`src/rtl/cell_ctrl_pkg.sv`:
```
package cell_ctrl_pkg;

	// Register byte offsets
	localparam logic [7:0] CTRL_OFS   = 8'h00;
	localparam logic [7:0] SOURCE_OFS = 8'h04;
	localparam logic [7:0] STATUS_OFS = 8'h08;

	// Control register fields
	localparam int CTRL_MODE_LSB  = 0;
	localparam int CTRL_EMUL_BIT  = 3;
	localparam int CTRL_CHIP_BIT  = 4;

	// Source register fields, three bits each
	localparam int SRC_A_LSB  = 0;
	localparam int SRC_B_LSB  = 4;
	localparam int SRC_CE_LSB = 8;

	// Status register fields
	localparam int ST_Q_BIT     = 0;
	localparam int ST_RAW_BIT   = 1;
	localparam int ST_CLRN_BIT  = 2;
	localparam int ST_PREN_BIT  = 3;
	localparam int ST_A_BIT     = 4;
	localparam int ST_B_BIT     = 5;
	localparam int ST_CHIP_BIT  = 6;

	// Number of dedicated low-skew inputs
	localparam int DEDICATED_COUNT = 6;

	// Source codes: 0..5 pick a dedicated input
	localparam logic [2:0] SRC_LINE = 3'h6;
	localparam logic [2:0] SRC_NONE = 3'h7;

	typedef enum logic [2:0] {
		MODE_CLEAR,
		MODE_PRESET,
		MODE_PRESET_CLEAR,
		MODE_LOAD_CLEAR,
		MODE_LOAD_PRESET,
		MODE_LOAD
	} mode_t;

	// Values after reset
	localparam logic [2:0] MODE_RST   = 3'h0;
	localparam logic       EMUL_RST   = 1'b0;
	localparam logic       CHIP_RST   = 1'b1;
	localparam logic [2:0] SRC_A_RST  = 3'h6;
	localparam logic [2:0] SRC_B_RST  = 3'h6;
	localparam logic [2:0] SRC_CE_RST = 3'h7;

	// Synchroniser depth in cycles
	localparam int SYNC_STAGES = 2;

endpackage : cell_ctrl_pkg

```
`src/rtl/cell_register_async_control.sv`:
```
// What this block does
// - Clear mode: either line clears, preset unused
// - Preset mode: line a loads a one
// - Emulated preset: clear with inverted input/output
// - Single-line preset leaves load_data_in free
// - Preset-clear: a presets, b clears
// - Load-clear: a loads data, b clears only
// - Load-preset: inverted register, b presets, a loads
// - Load-preset: load data inverted before register
// - Load-only: a loads data via both paths
// - Six dedicated inputs selectable as controls, always mirrored out as data
// - Controls active low, unused tied high
// - Chip-wide reset overrides all other controls
`timescale 1ns/10ps
`default_nettype none
module cell_register_async_control #(
	parameter int DED_W = cell_ctrl_pkg::DEDICATED_COUNT
) (
	// APB clock and reset
	input  wire logic             pclk,
	input  wire logic             presetn,
	// APB slave
	input  wire logic             psel,
	input  wire logic             penable,
	input  wire logic             pwrite,
	input  wire logic [7:0]       paddr,
	input  wire logic [31:0]      pwdata,
	output logic      [31:0]      prdata,
	output logic                  pready,
	output logic                  pslverr,
	// Cluster control lines and cell inputs, asynchronous
	input  wire logic             async_ctrl_a,
	input  wire logic             async_ctrl_b,
	input  wire logic             load_data_in,
	input  wire logic             cell_d,
	input  wire logic             chip_reset_n,
	input  wire logic [DED_W-1:0] dedicated_in,
	// Cell outputs
	output logic                  cell_q,
	output logic      [DED_W-1:0] dedicated_data
);

	localparam int SW = 5 + DED_W;

	// Pin synchronisers
	logic [SW-1:0] sync_q;
	logic          a_pin;
	logic          b_pin;
	logic          d3;
	logic          din_s;
	logic          chip_n_s;
	logic [DED_W-1:0] ded_s;

	sync2 #(
		.W   (SW),
		.RST ({{(SW-1){1'b0}}, 1'b1})
	) u_sync (
		.clk   (pclk),
		.rst_n (presetn),
		.d     ({dedicated_in, async_ctrl_a, async_ctrl_b, load_data_in, cell_d, chip_reset_n}),
		.q     (sync_q)
	);

	assign chip_n_s = sync_q[0];
	assign din_s    = sync_q[1];
	assign d3       = sync_q[2];
	assign b_pin    = sync_q[3];
	assign a_pin    = sync_q[4];
	assign ded_s    = sync_q[SW-1:5];

	// Source picker, shared by both lines and the clock enable
	function automatic logic pick(input logic [2:0] sel, input logic [DED_W-1:0] ded,
		input logic line, input logic none_val);
		if (sel == cell_ctrl_pkg::SRC_LINE)
			pick = line;
		else if (sel == cell_ctrl_pkg::SRC_NONE || int'(sel) >= DED_W)
			pick = none_val;
		else
			pick = ded[sel];
	endfunction : pick

	// Configuration registers
	logic [2:0] mode_bits;
	logic       emul;
	logic       chip_en;
	logic [2:0] src_a;
	logic [2:0] src_b;
	logic [2:0] src_ce;
	logic [2:0] next_mode_bits;
	logic       next_emul;
	logic       next_chip_en;
	logic [2:0] next_src_a;
	logic [2:0] next_src_b;
	logic [2:0] next_src_ce;
	logic       wr_ctrl;
	logic       wr_src;
	logic       access;
	logic       mapped;

	assign access = psel && penable;
	assign mapped = paddr == cell_ctrl_pkg::CTRL_OFS || paddr == cell_ctrl_pkg::SOURCE_OFS
		|| paddr == cell_ctrl_pkg::STATUS_OFS;
	assign wr_ctrl = access && pwrite && paddr == cell_ctrl_pkg::CTRL_OFS;
	assign wr_src  = access && pwrite && paddr == cell_ctrl_pkg::SOURCE_OFS;

	always_comb begin
		next_mode_bits = mode_bits;
		next_emul      = emul;
		next_chip_en   = chip_en;
		next_src_a     = src_a;
		next_src_b     = src_b;
		next_src_ce    = src_ce;
		if (wr_ctrl) begin
			next_mode_bits = pwdata[cell_ctrl_pkg::CTRL_MODE_LSB +: 3];
			next_emul      = pwdata[cell_ctrl_pkg::CTRL_EMUL_BIT];
			next_chip_en   = pwdata[cell_ctrl_pkg::CTRL_CHIP_BIT];
		end
		if (wr_src) begin
			next_src_a  = pwdata[cell_ctrl_pkg::SRC_A_LSB +: 3];
			next_src_b  = pwdata[cell_ctrl_pkg::SRC_B_LSB +: 3];
			next_src_ce = pwdata[cell_ctrl_pkg::SRC_CE_LSB +: 3];
		end
	end

	always_ff @(posedge pclk or negedge presetn) begin
		if (!presetn) begin
			mode_bits <= cell_ctrl_pkg::MODE_RST;
			emul      <= cell_ctrl_pkg::EMUL_RST;
			chip_en   <= cell_ctrl_pkg::CHIP_RST;
			src_a     <= cell_ctrl_pkg::SRC_A_RST;
			src_b     <= cell_ctrl_pkg::SRC_B_RST;
			src_ce    <= cell_ctrl_pkg::SRC_CE_RST;
		end else begin
			mode_bits <= next_mode_bits;
			emul      <= next_emul;
			chip_en   <= next_chip_en;
			src_a     <= next_src_a;
			src_b     <= next_src_b;
			src_ce    <= next_src_ce;
		end
	end

	// Control steering
	cell_ctrl_pkg::mode_t mode;
	logic  a;
	logic  b;
	logic  ce;
	logic  chip;
	logic  inv;
	logic  clr_n;
	logic  pre_n;
	logic  raw;
	logic  next_raw;

	assign mode = cell_ctrl_pkg::mode_t'(mode_bits);
	assign a    = pick(src_a, ded_s, a_pin, 1'b0);
	assign b    = pick(src_b, ded_s, b_pin, 1'b0);
	assign ce   = pick(src_ce, ded_s, 1'b1, 1'b1);
	assign chip = chip_en && !chip_n_s;
	assign dedicated_data = ded_s;

	// Inverted-register modes store the complement of the visible bit
	assign inv = (mode == cell_ctrl_pkg::MODE_PRESET && emul) || mode == cell_ctrl_pkg::MODE_LOAD_PRESET;

	always_comb begin
		// Active low; anything a mode leaves unused stays high
		clr_n = 1'b1;
		pre_n = 1'b1;
		unique case (mode)
			cell_ctrl_pkg::MODE_CLEAR: begin
				clr_n = !(a || b);
			end
			cell_ctrl_pkg::MODE_PRESET: begin
				// Load value is a constant one, so load_data_in is never read here
				if (emul)
					clr_n = !a;
				else
					pre_n = !a;
			end
			cell_ctrl_pkg::MODE_PRESET_CLEAR: begin
				clr_n = !b;
				pre_n = !(a && !b);
			end
			cell_ctrl_pkg::MODE_LOAD_CLEAR: begin
				clr_n = !(b || (a && !d3));
				pre_n = !(a && d3 && !b);
			end
			cell_ctrl_pkg::MODE_LOAD_PRESET: begin
				// Raw bit holds the complement, so load data goes in inverted
				clr_n = !(b || (a && d3));
				pre_n = !(a && !d3 && !b);
			end
			cell_ctrl_pkg::MODE_LOAD: begin
				clr_n = !(a && !d3);
				pre_n = !(a && d3);
			end
			default: begin
				clr_n = 1'b1;
				pre_n = 1'b1;
			end
		endcase
		// Chip reset clears the raw bit: emulated-preset registers read back one
		if (chip) begin
			clr_n = 1'b0;
			pre_n = 1'b1;
		end
	end

	// Controls are sampled after two flops, so "asynchronous" here means
	// they override the clock regardless of clock enable, two cycles late.
	always_comb begin
		if (!clr_n)
			next_raw = 1'b0;
		else if (!pre_n)
			next_raw = 1'b1;
		else if (ce)
			next_raw = inv ? !din_s : din_s;
		else
			next_raw = raw;
	end

	always_ff @(posedge pclk or negedge presetn) begin
		if (!presetn)
			raw <= 1'b0;
		else
			raw <= next_raw;
	end

	assign cell_q = inv ? !raw : raw;

	// APB read path: data registered in setup, answered in access
	logic [31:0] status;
	logic [31:0] next_prdata;

	always_comb begin
		status = 32'h0000_0000;
		status[cell_ctrl_pkg::ST_Q_BIT]    = cell_q;
		status[cell_ctrl_pkg::ST_RAW_BIT]  = raw;
		status[cell_ctrl_pkg::ST_CLRN_BIT] = clr_n;
		status[cell_ctrl_pkg::ST_PREN_BIT] = pre_n;
		status[cell_ctrl_pkg::ST_A_BIT]    = a;
		status[cell_ctrl_pkg::ST_B_BIT]    = b;
		status[cell_ctrl_pkg::ST_CHIP_BIT] = chip;
		next_prdata = prdata;
		if (psel && !penable) begin
			next_prdata = 32'h0000_0000;
			if (!pwrite) begin
				if (paddr == cell_ctrl_pkg::CTRL_OFS) begin
					next_prdata[cell_ctrl_pkg::CTRL_MODE_LSB +: 3] = mode_bits;
					next_prdata[cell_ctrl_pkg::CTRL_EMUL_BIT]      = emul;
					next_prdata[cell_ctrl_pkg::CTRL_CHIP_BIT]      = chip_en;
				end else if (paddr == cell_ctrl_pkg::SOURCE_OFS) begin
					next_prdata[cell_ctrl_pkg::SRC_A_LSB +: 3]  = src_a;
					next_prdata[cell_ctrl_pkg::SRC_B_LSB +: 3]  = src_b;
					next_prdata[cell_ctrl_pkg::SRC_CE_LSB +: 3] = src_ce;
				end else if (paddr == cell_ctrl_pkg::STATUS_OFS) begin
					next_prdata = status;
				end
			end
		end
	end

	always_ff @(posedge pclk or negedge presetn) begin
		if (!presetn)
			prdata <= 32'h0000_0000;
		else
			prdata <= next_prdata;
	end

	assign pready  = 1'b1;
	assign pslverr = access && !mapped;

	// Checks
	logic quiet;
	assign quiet = !wr_ctrl && !chip;

	clear_mode_a: assert property (@(posedge pclk) disable iff (!presetn)
		mode == cell_ctrl_pkg::MODE_CLEAR && (a || b) && !wr_ctrl |=> !cell_q && !raw)
		else $error("clear mode line did not clear");
	clear_no_pre_a: assert property (@(posedge pclk) disable iff (!presetn)
		mode == cell_ctrl_pkg::MODE_CLEAR |-> pre_n)
		else $error("preset active in clear mode");
	preset_load_a: assert property (@(posedge pclk) disable iff (!presetn)
		mode == cell_ctrl_pkg::MODE_PRESET && !emul && a && quiet |=> cell_q && raw)
		else $error("preset by load failed");
	preset_emul_a: assert property (@(posedge pclk) disable iff (!presetn)
		mode == cell_ctrl_pkg::MODE_PRESET && emul && a && quiet |-> !clr_n ##1 (cell_q && !raw))
		else $error("emulated preset failed");
	preset_free_d3_a: assert property (@(posedge pclk) disable iff (!presetn)
		mode == cell_ctrl_pkg::MODE_PRESET && $stable(mode_bits) && $stable(emul) && $stable(a) && $stable(chip)
		|-> $stable(clr_n) && $stable(pre_n))
		else $error("preset mode depends on load data");
	pre_clr_a: assert property (@(posedge pclk) disable iff (!presetn)
		mode == cell_ctrl_pkg::MODE_PRESET_CLEAR && quiet && (a || b) |=> cell_q == !$past(b))
		else $error("preset-clear result wrong");
	load_clr_a: assert property (@(posedge pclk) disable iff (!presetn)
		mode == cell_ctrl_pkg::MODE_LOAD_CLEAR && quiet && a && !b |=> cell_q == $past(d3))
		else $error("load with clear did not load");
	load_pre_b_a: assert property (@(posedge pclk) disable iff (!presetn)
		mode == cell_ctrl_pkg::MODE_LOAD_PRESET && quiet && b |=> cell_q && !raw)
		else $error("load with preset did not preset");
	load_pre_d_a: assert property (@(posedge pclk) disable iff (!presetn)
		mode == cell_ctrl_pkg::MODE_LOAD_PRESET && quiet && a && !b |=> cell_q == $past(d3) && raw != $past(d3))
		else $error("inverted load value wrong");
	load_only_a: assert property (@(posedge pclk) disable iff (!presetn)
		mode == cell_ctrl_pkg::MODE_LOAD && quiet && a |=> cell_q == $past(d3))
		else $error("load only failed");
	chip_reset_a: assert property (@(posedge pclk) disable iff (!presetn)
		chip |=> !raw)
		else $error("chip reset not overriding");
	clear_wins_a: assert property (@(posedge pclk) disable iff (!presetn)
		!clr_n |-> pre_n ##1 !raw)
		else $error("clear did not win");

endmodule : cell_register_async_control
`default_nettype wire

```
`src/rtl/sync2.sv`:
```
`timescale 1ns/10ps
`default_nettype none
module sync2 #(
	parameter int             W   = 1,
	parameter logic [W-1:0]   RST = '0
) (
	// Clock and reset
	input  wire logic         clk,
	input  wire logic         rst_n,
	// Data
	input  wire logic [W-1:0] d,
	output logic      [W-1:0] q
);

	logic [W-1:0] meta;

	// The first stage feeds only the second stage
	always_ff @(posedge clk or negedge rst_n) begin
		if (!rst_n) begin
			meta <= RST;
			q    <= RST;
		end else begin
			meta <= d;
			q    <= meta;
		end
	end

endmodule : sync2
`default_nettype wire
```
`config.mk`:
```
export PLATFORM = sky130hd
export DESIGN_NAME = cell_register_async_control
export DESIGN_NICKNAME = d
export VERILOG_FILES = /design/src/rtl/cell_ctrl_pkg.sv /design/src/rtl/cell_register_async_control.sv /design/src/rtl/sync2.sv
export SDC_FILE = /design/constraint.sdc
export NUM_CORES = 1
export LEC_CHECK = 0
export BUFFER_PORTS_ARGS = -buffer_cell sky130_fd_sc_hd__buf_2
export CELL_PAD_IN_SITES_DETAIL_PLACEMENT = 0
export CELL_PAD_IN_SITES_GLOBAL_PLACEMENT = 1
export CORE_MARGIN = 2
export CORE_UTILIZATION = 36
export DETAILED_ROUTE_END_ITERATION = 12
export PLACE_DENSITY = 0.88
export SLEW_MARGIN = 40
export SYNTH_ARGS = -nofsm -noshare
export SYNTH_HDL_FRONTEND = slang
export SYNTH_SLANG_ARGS = --single-unit
export TNS_END_PERCENT = 100
```
`constraint.sdc`:
```
create_clock -name pclk -period 2.16 [get_ports pclk]
set_input_delay 0.216 -clock pclk [delete_from_list [all_inputs] [get_ports pclk]]
set_output_delay 0.216 -clock pclk [all_outputs]
set_load 0.05 [all_outputs]
```
==> qor.csv <==
stage,metric,value,unit
yosys,most frequently used cell type in the post-synthesis netlist,dfrtp_1,
sta,RSZ-0062 raised after global routing,no,
yosys,Post-Syn Area per Cell,11.8,um^2
yosys,post-synthesis cell type count,47,
finish,final std cells w/o fill,330,
detailed_routing,drt total wl,4340,um
finish,Layout area overhead,18.9,%
status,outcome,completed,
sta,Final Max Slew Viols,0,
critical_path,Setup crit start kind,flip-flop,
place,Post-DP HPWL,3290,um
detailed_routing,Vias/cell,4.61,
detailed_routing,DR DRC count,0,
sta,clock skew,0.00390,ns
yosys,dominant synthesized flop cell,dfrtp_1,
finish,Antenna Cells,0,
place,Placer Congestion,0.804,
global_route,gr ovfl total,0,
floorplanning,die height,83.0,um
clock_network,TritonCTS Buffers,5,
floorplanning,core box area,0.00599,mm^2
clock_network,Clock Pin Slew Worst Setup and Hold Paths,0.09,ns
yosys,top cell type's share of synthesized area,41.2,%
detailed_routing,Pre-antenna DRT Iters,4,
floorplanning,die area,0.00689,mm^2
floorplanning,Initial Util,37.5,%
yosys,Post-Syn Area,0.00225,mm^2
clock_network,Root Buffer,clkbuf_8,
sta,setup violators final,0,
yosys,Syn. warnings,0,
clock_network,post-CTS setup buffer count,0,
clock_network,clk_lat worst skew,0.30,ns
sta,Sum Neg Setup Slack,0,ns
detailed_routing,wire per inst,13.2,um
yosys,Syn Inst Count,191,
sta,period utilisation layout,95.2,%
clock_network,CTS max path bufs,2,
yosys,Area contributors post-synth,"dfrtp_1 41%, dfstp_2 12%, buf_4 9.7%, mux2_2 8.5%, mux2i_1 3.6%",
floorplanning,Die X,83.0,um
finish,final net count,310,
sta,"Hold Vio Cnt, Final",0,
clock_network,CTS sink count,47,
global_route,vias in the first global route,1468,
critical_path,WP data required,2.35,ns
finish,share of cells above drive strength 1,40.4,%
yosys,"EDFF count, synth",0,
yosys,Synth Register Bits,47,
clock_network,CTS tree,built,
yosys,post-synthesis async set-or-reset flop share,100,%
hold_path,Hold Path Class,in2reg,
clock_network,H-Tree Level Count,2,
place,Inst Count DP,312,
critical_path,critical path type,reg2reg,
critical_path,CP Max Fanout,7,
critical_path,CP Capture Type,flip-flop,
power,PwrDens,635,mW/mm^2
detailed_routing,Initial DRC Count,51,
place,Port Buf Inserts,51,
clock_network,post-CTS resize count,0,
sta,final worst path period need,2.06,ns
floorplanning,site row count,28,
finish,fillers,575,
power,total leakage power,1.28,nW
global_route,pin count of the biggest net entering global routing,23,
yosys,sequential fraction of the synthesis area,52.9,%
yosys,largest area contributor in the netlist,dfrtp_1,
global_route,initial antenna violation count,0,
global_route,Tot GR Track Use,13.1,%
flow_run,max_cap viols,0,
power,VDD IR max,0.367,mV
sta,Hold WS,0.0239,ns
sta,fmax,0.486,GHz
global_route,first-pass GRT wire length,7130,um
detailed_routing,Antenna Nets Post-Route,0,
critical_path,crit path DAT,2.25,ns
detailed_routing,routed vias,1521,
floorplanning,number of top-level pins,97,
yosys,Commonest cells post-synth,"37 x dfrtp_1, 29 x buf_4, 17 x mux2_2",
## final timing paths
kind / from / endpoint / slack, ns / cells past startpoint
setup / recovery: src_b[1] / prdata[3] / 0.10 / 5
hold / removal: dedicated_in[0] / u_sync.meta[5] / 0.02 / 1
setup reg to reg: src_b[1] / prdata[3] / 0.10 / 5
hold reg to reg: u_sync.meta[9] / u_sync.q[9] / 0.35 / 0
max in group asynchronous: presetn / src_a[2] / 1.28 / 3
min in group asynchronous: presetn / u_sync.meta[9] / 0.29 / 2
## metal layers
layer  vias to the layer above  routed length (um)  part of all wire (%)  global-route usage [%]
met4                         0                  22                  0.51                    5.37
met1                       715                1990                    46                    16.8
met2                        58                2020                    46                    19.7
met5                         -                   0                     0                       0
li1                        746                   -                     -                       -
met3                         2                 313                   7.2                    5.37
## metrics by stage
stage	area [um^2]	power, mW	setup WS, ns	utilization [%]
6_report	2670	1.69	0.103	44.6
5_1_grt	2670	1.78	0.0468	44.6
4_1_cts	2630	1.71	0.0979	43.9
3_5_place_dp	2480	1.17	0.121	41.4
3_3_place_gp	2480	1.17	0.164	41.4
2_1_floorplan	2320	1.14	0.122	-
## state kept, by name, summed over array words and instances (netlist names)
| name | cells |
|---|---|
| raw | 1 |
| src_b | 3 |
| u_sync.q | 11 |
| src_a | 3 |
| emul | 1 |
| mode | 3 |
| src_ce | 3 |
| chip_en | 1 |
| u_sync.meta | 11 |
| prdata | 10 |
## critical path, stage by stage (launching register included)
cell and delay (ns):
dfstp_2 0.60, mux2_2 0.35, o22ai_1 0.19, a311oi_1 0.09, a2111o_1 0.48, a31o_1 0.24
## area by class of cell
| type | instances | area, um^2 | area share, % |
|---|---|---|---|
| clock buffer | 5 | 68.8 | 2.58 |
| sequential | 47 | 1190 | 44.5 |
| timing repair buffer | 68 | 408 | 15.3 |
| tap | 75 | 93.8 | 3.51 |
| inverter | 5 | 18.8 | 0.703 |
| clock inverter | 3 | 18.8 | 0.703 |
| multi-input combinational | 127 | 873 | 32.7 |
## report_power, final
group	switching (mW)	internal [mW]	total, mW
clock network	0.296	0.228	0.524
registers	0.0176	0.909	0.926
logic	0.175	0.0688	0.244
total	0.489	1.21	1.69
## timing repair
item                       4_1_cts  5_1_grt
hold buffers                     6        4
setup endpoints to repair        0        0
hold endpoints to repair        13        4
## cell usage in the layout (no fill, tap or decap), drive strengths merged, types with 5 or more instances in the layout
master	count
inv	6
mux2i	8
mux2	17
clkbuf	5
dfrtp	37
conb	23
nand2	10
buf	58
dfstp	10
nor2	10
nand3b	5
o21ai	5
dlygate4sd3	10
## cell families after synthesis
logic type	after synthesis	share of synthesized area, %
simple gates	47	11.9
buf+inv	38	11.7
xor+xnor	2	0.780
other cells	2	0.334
mux	25	12.1
flops	47	52.9
compound gates	30	10.3
No activity file was read; power rests on OpenSTA's default activity.
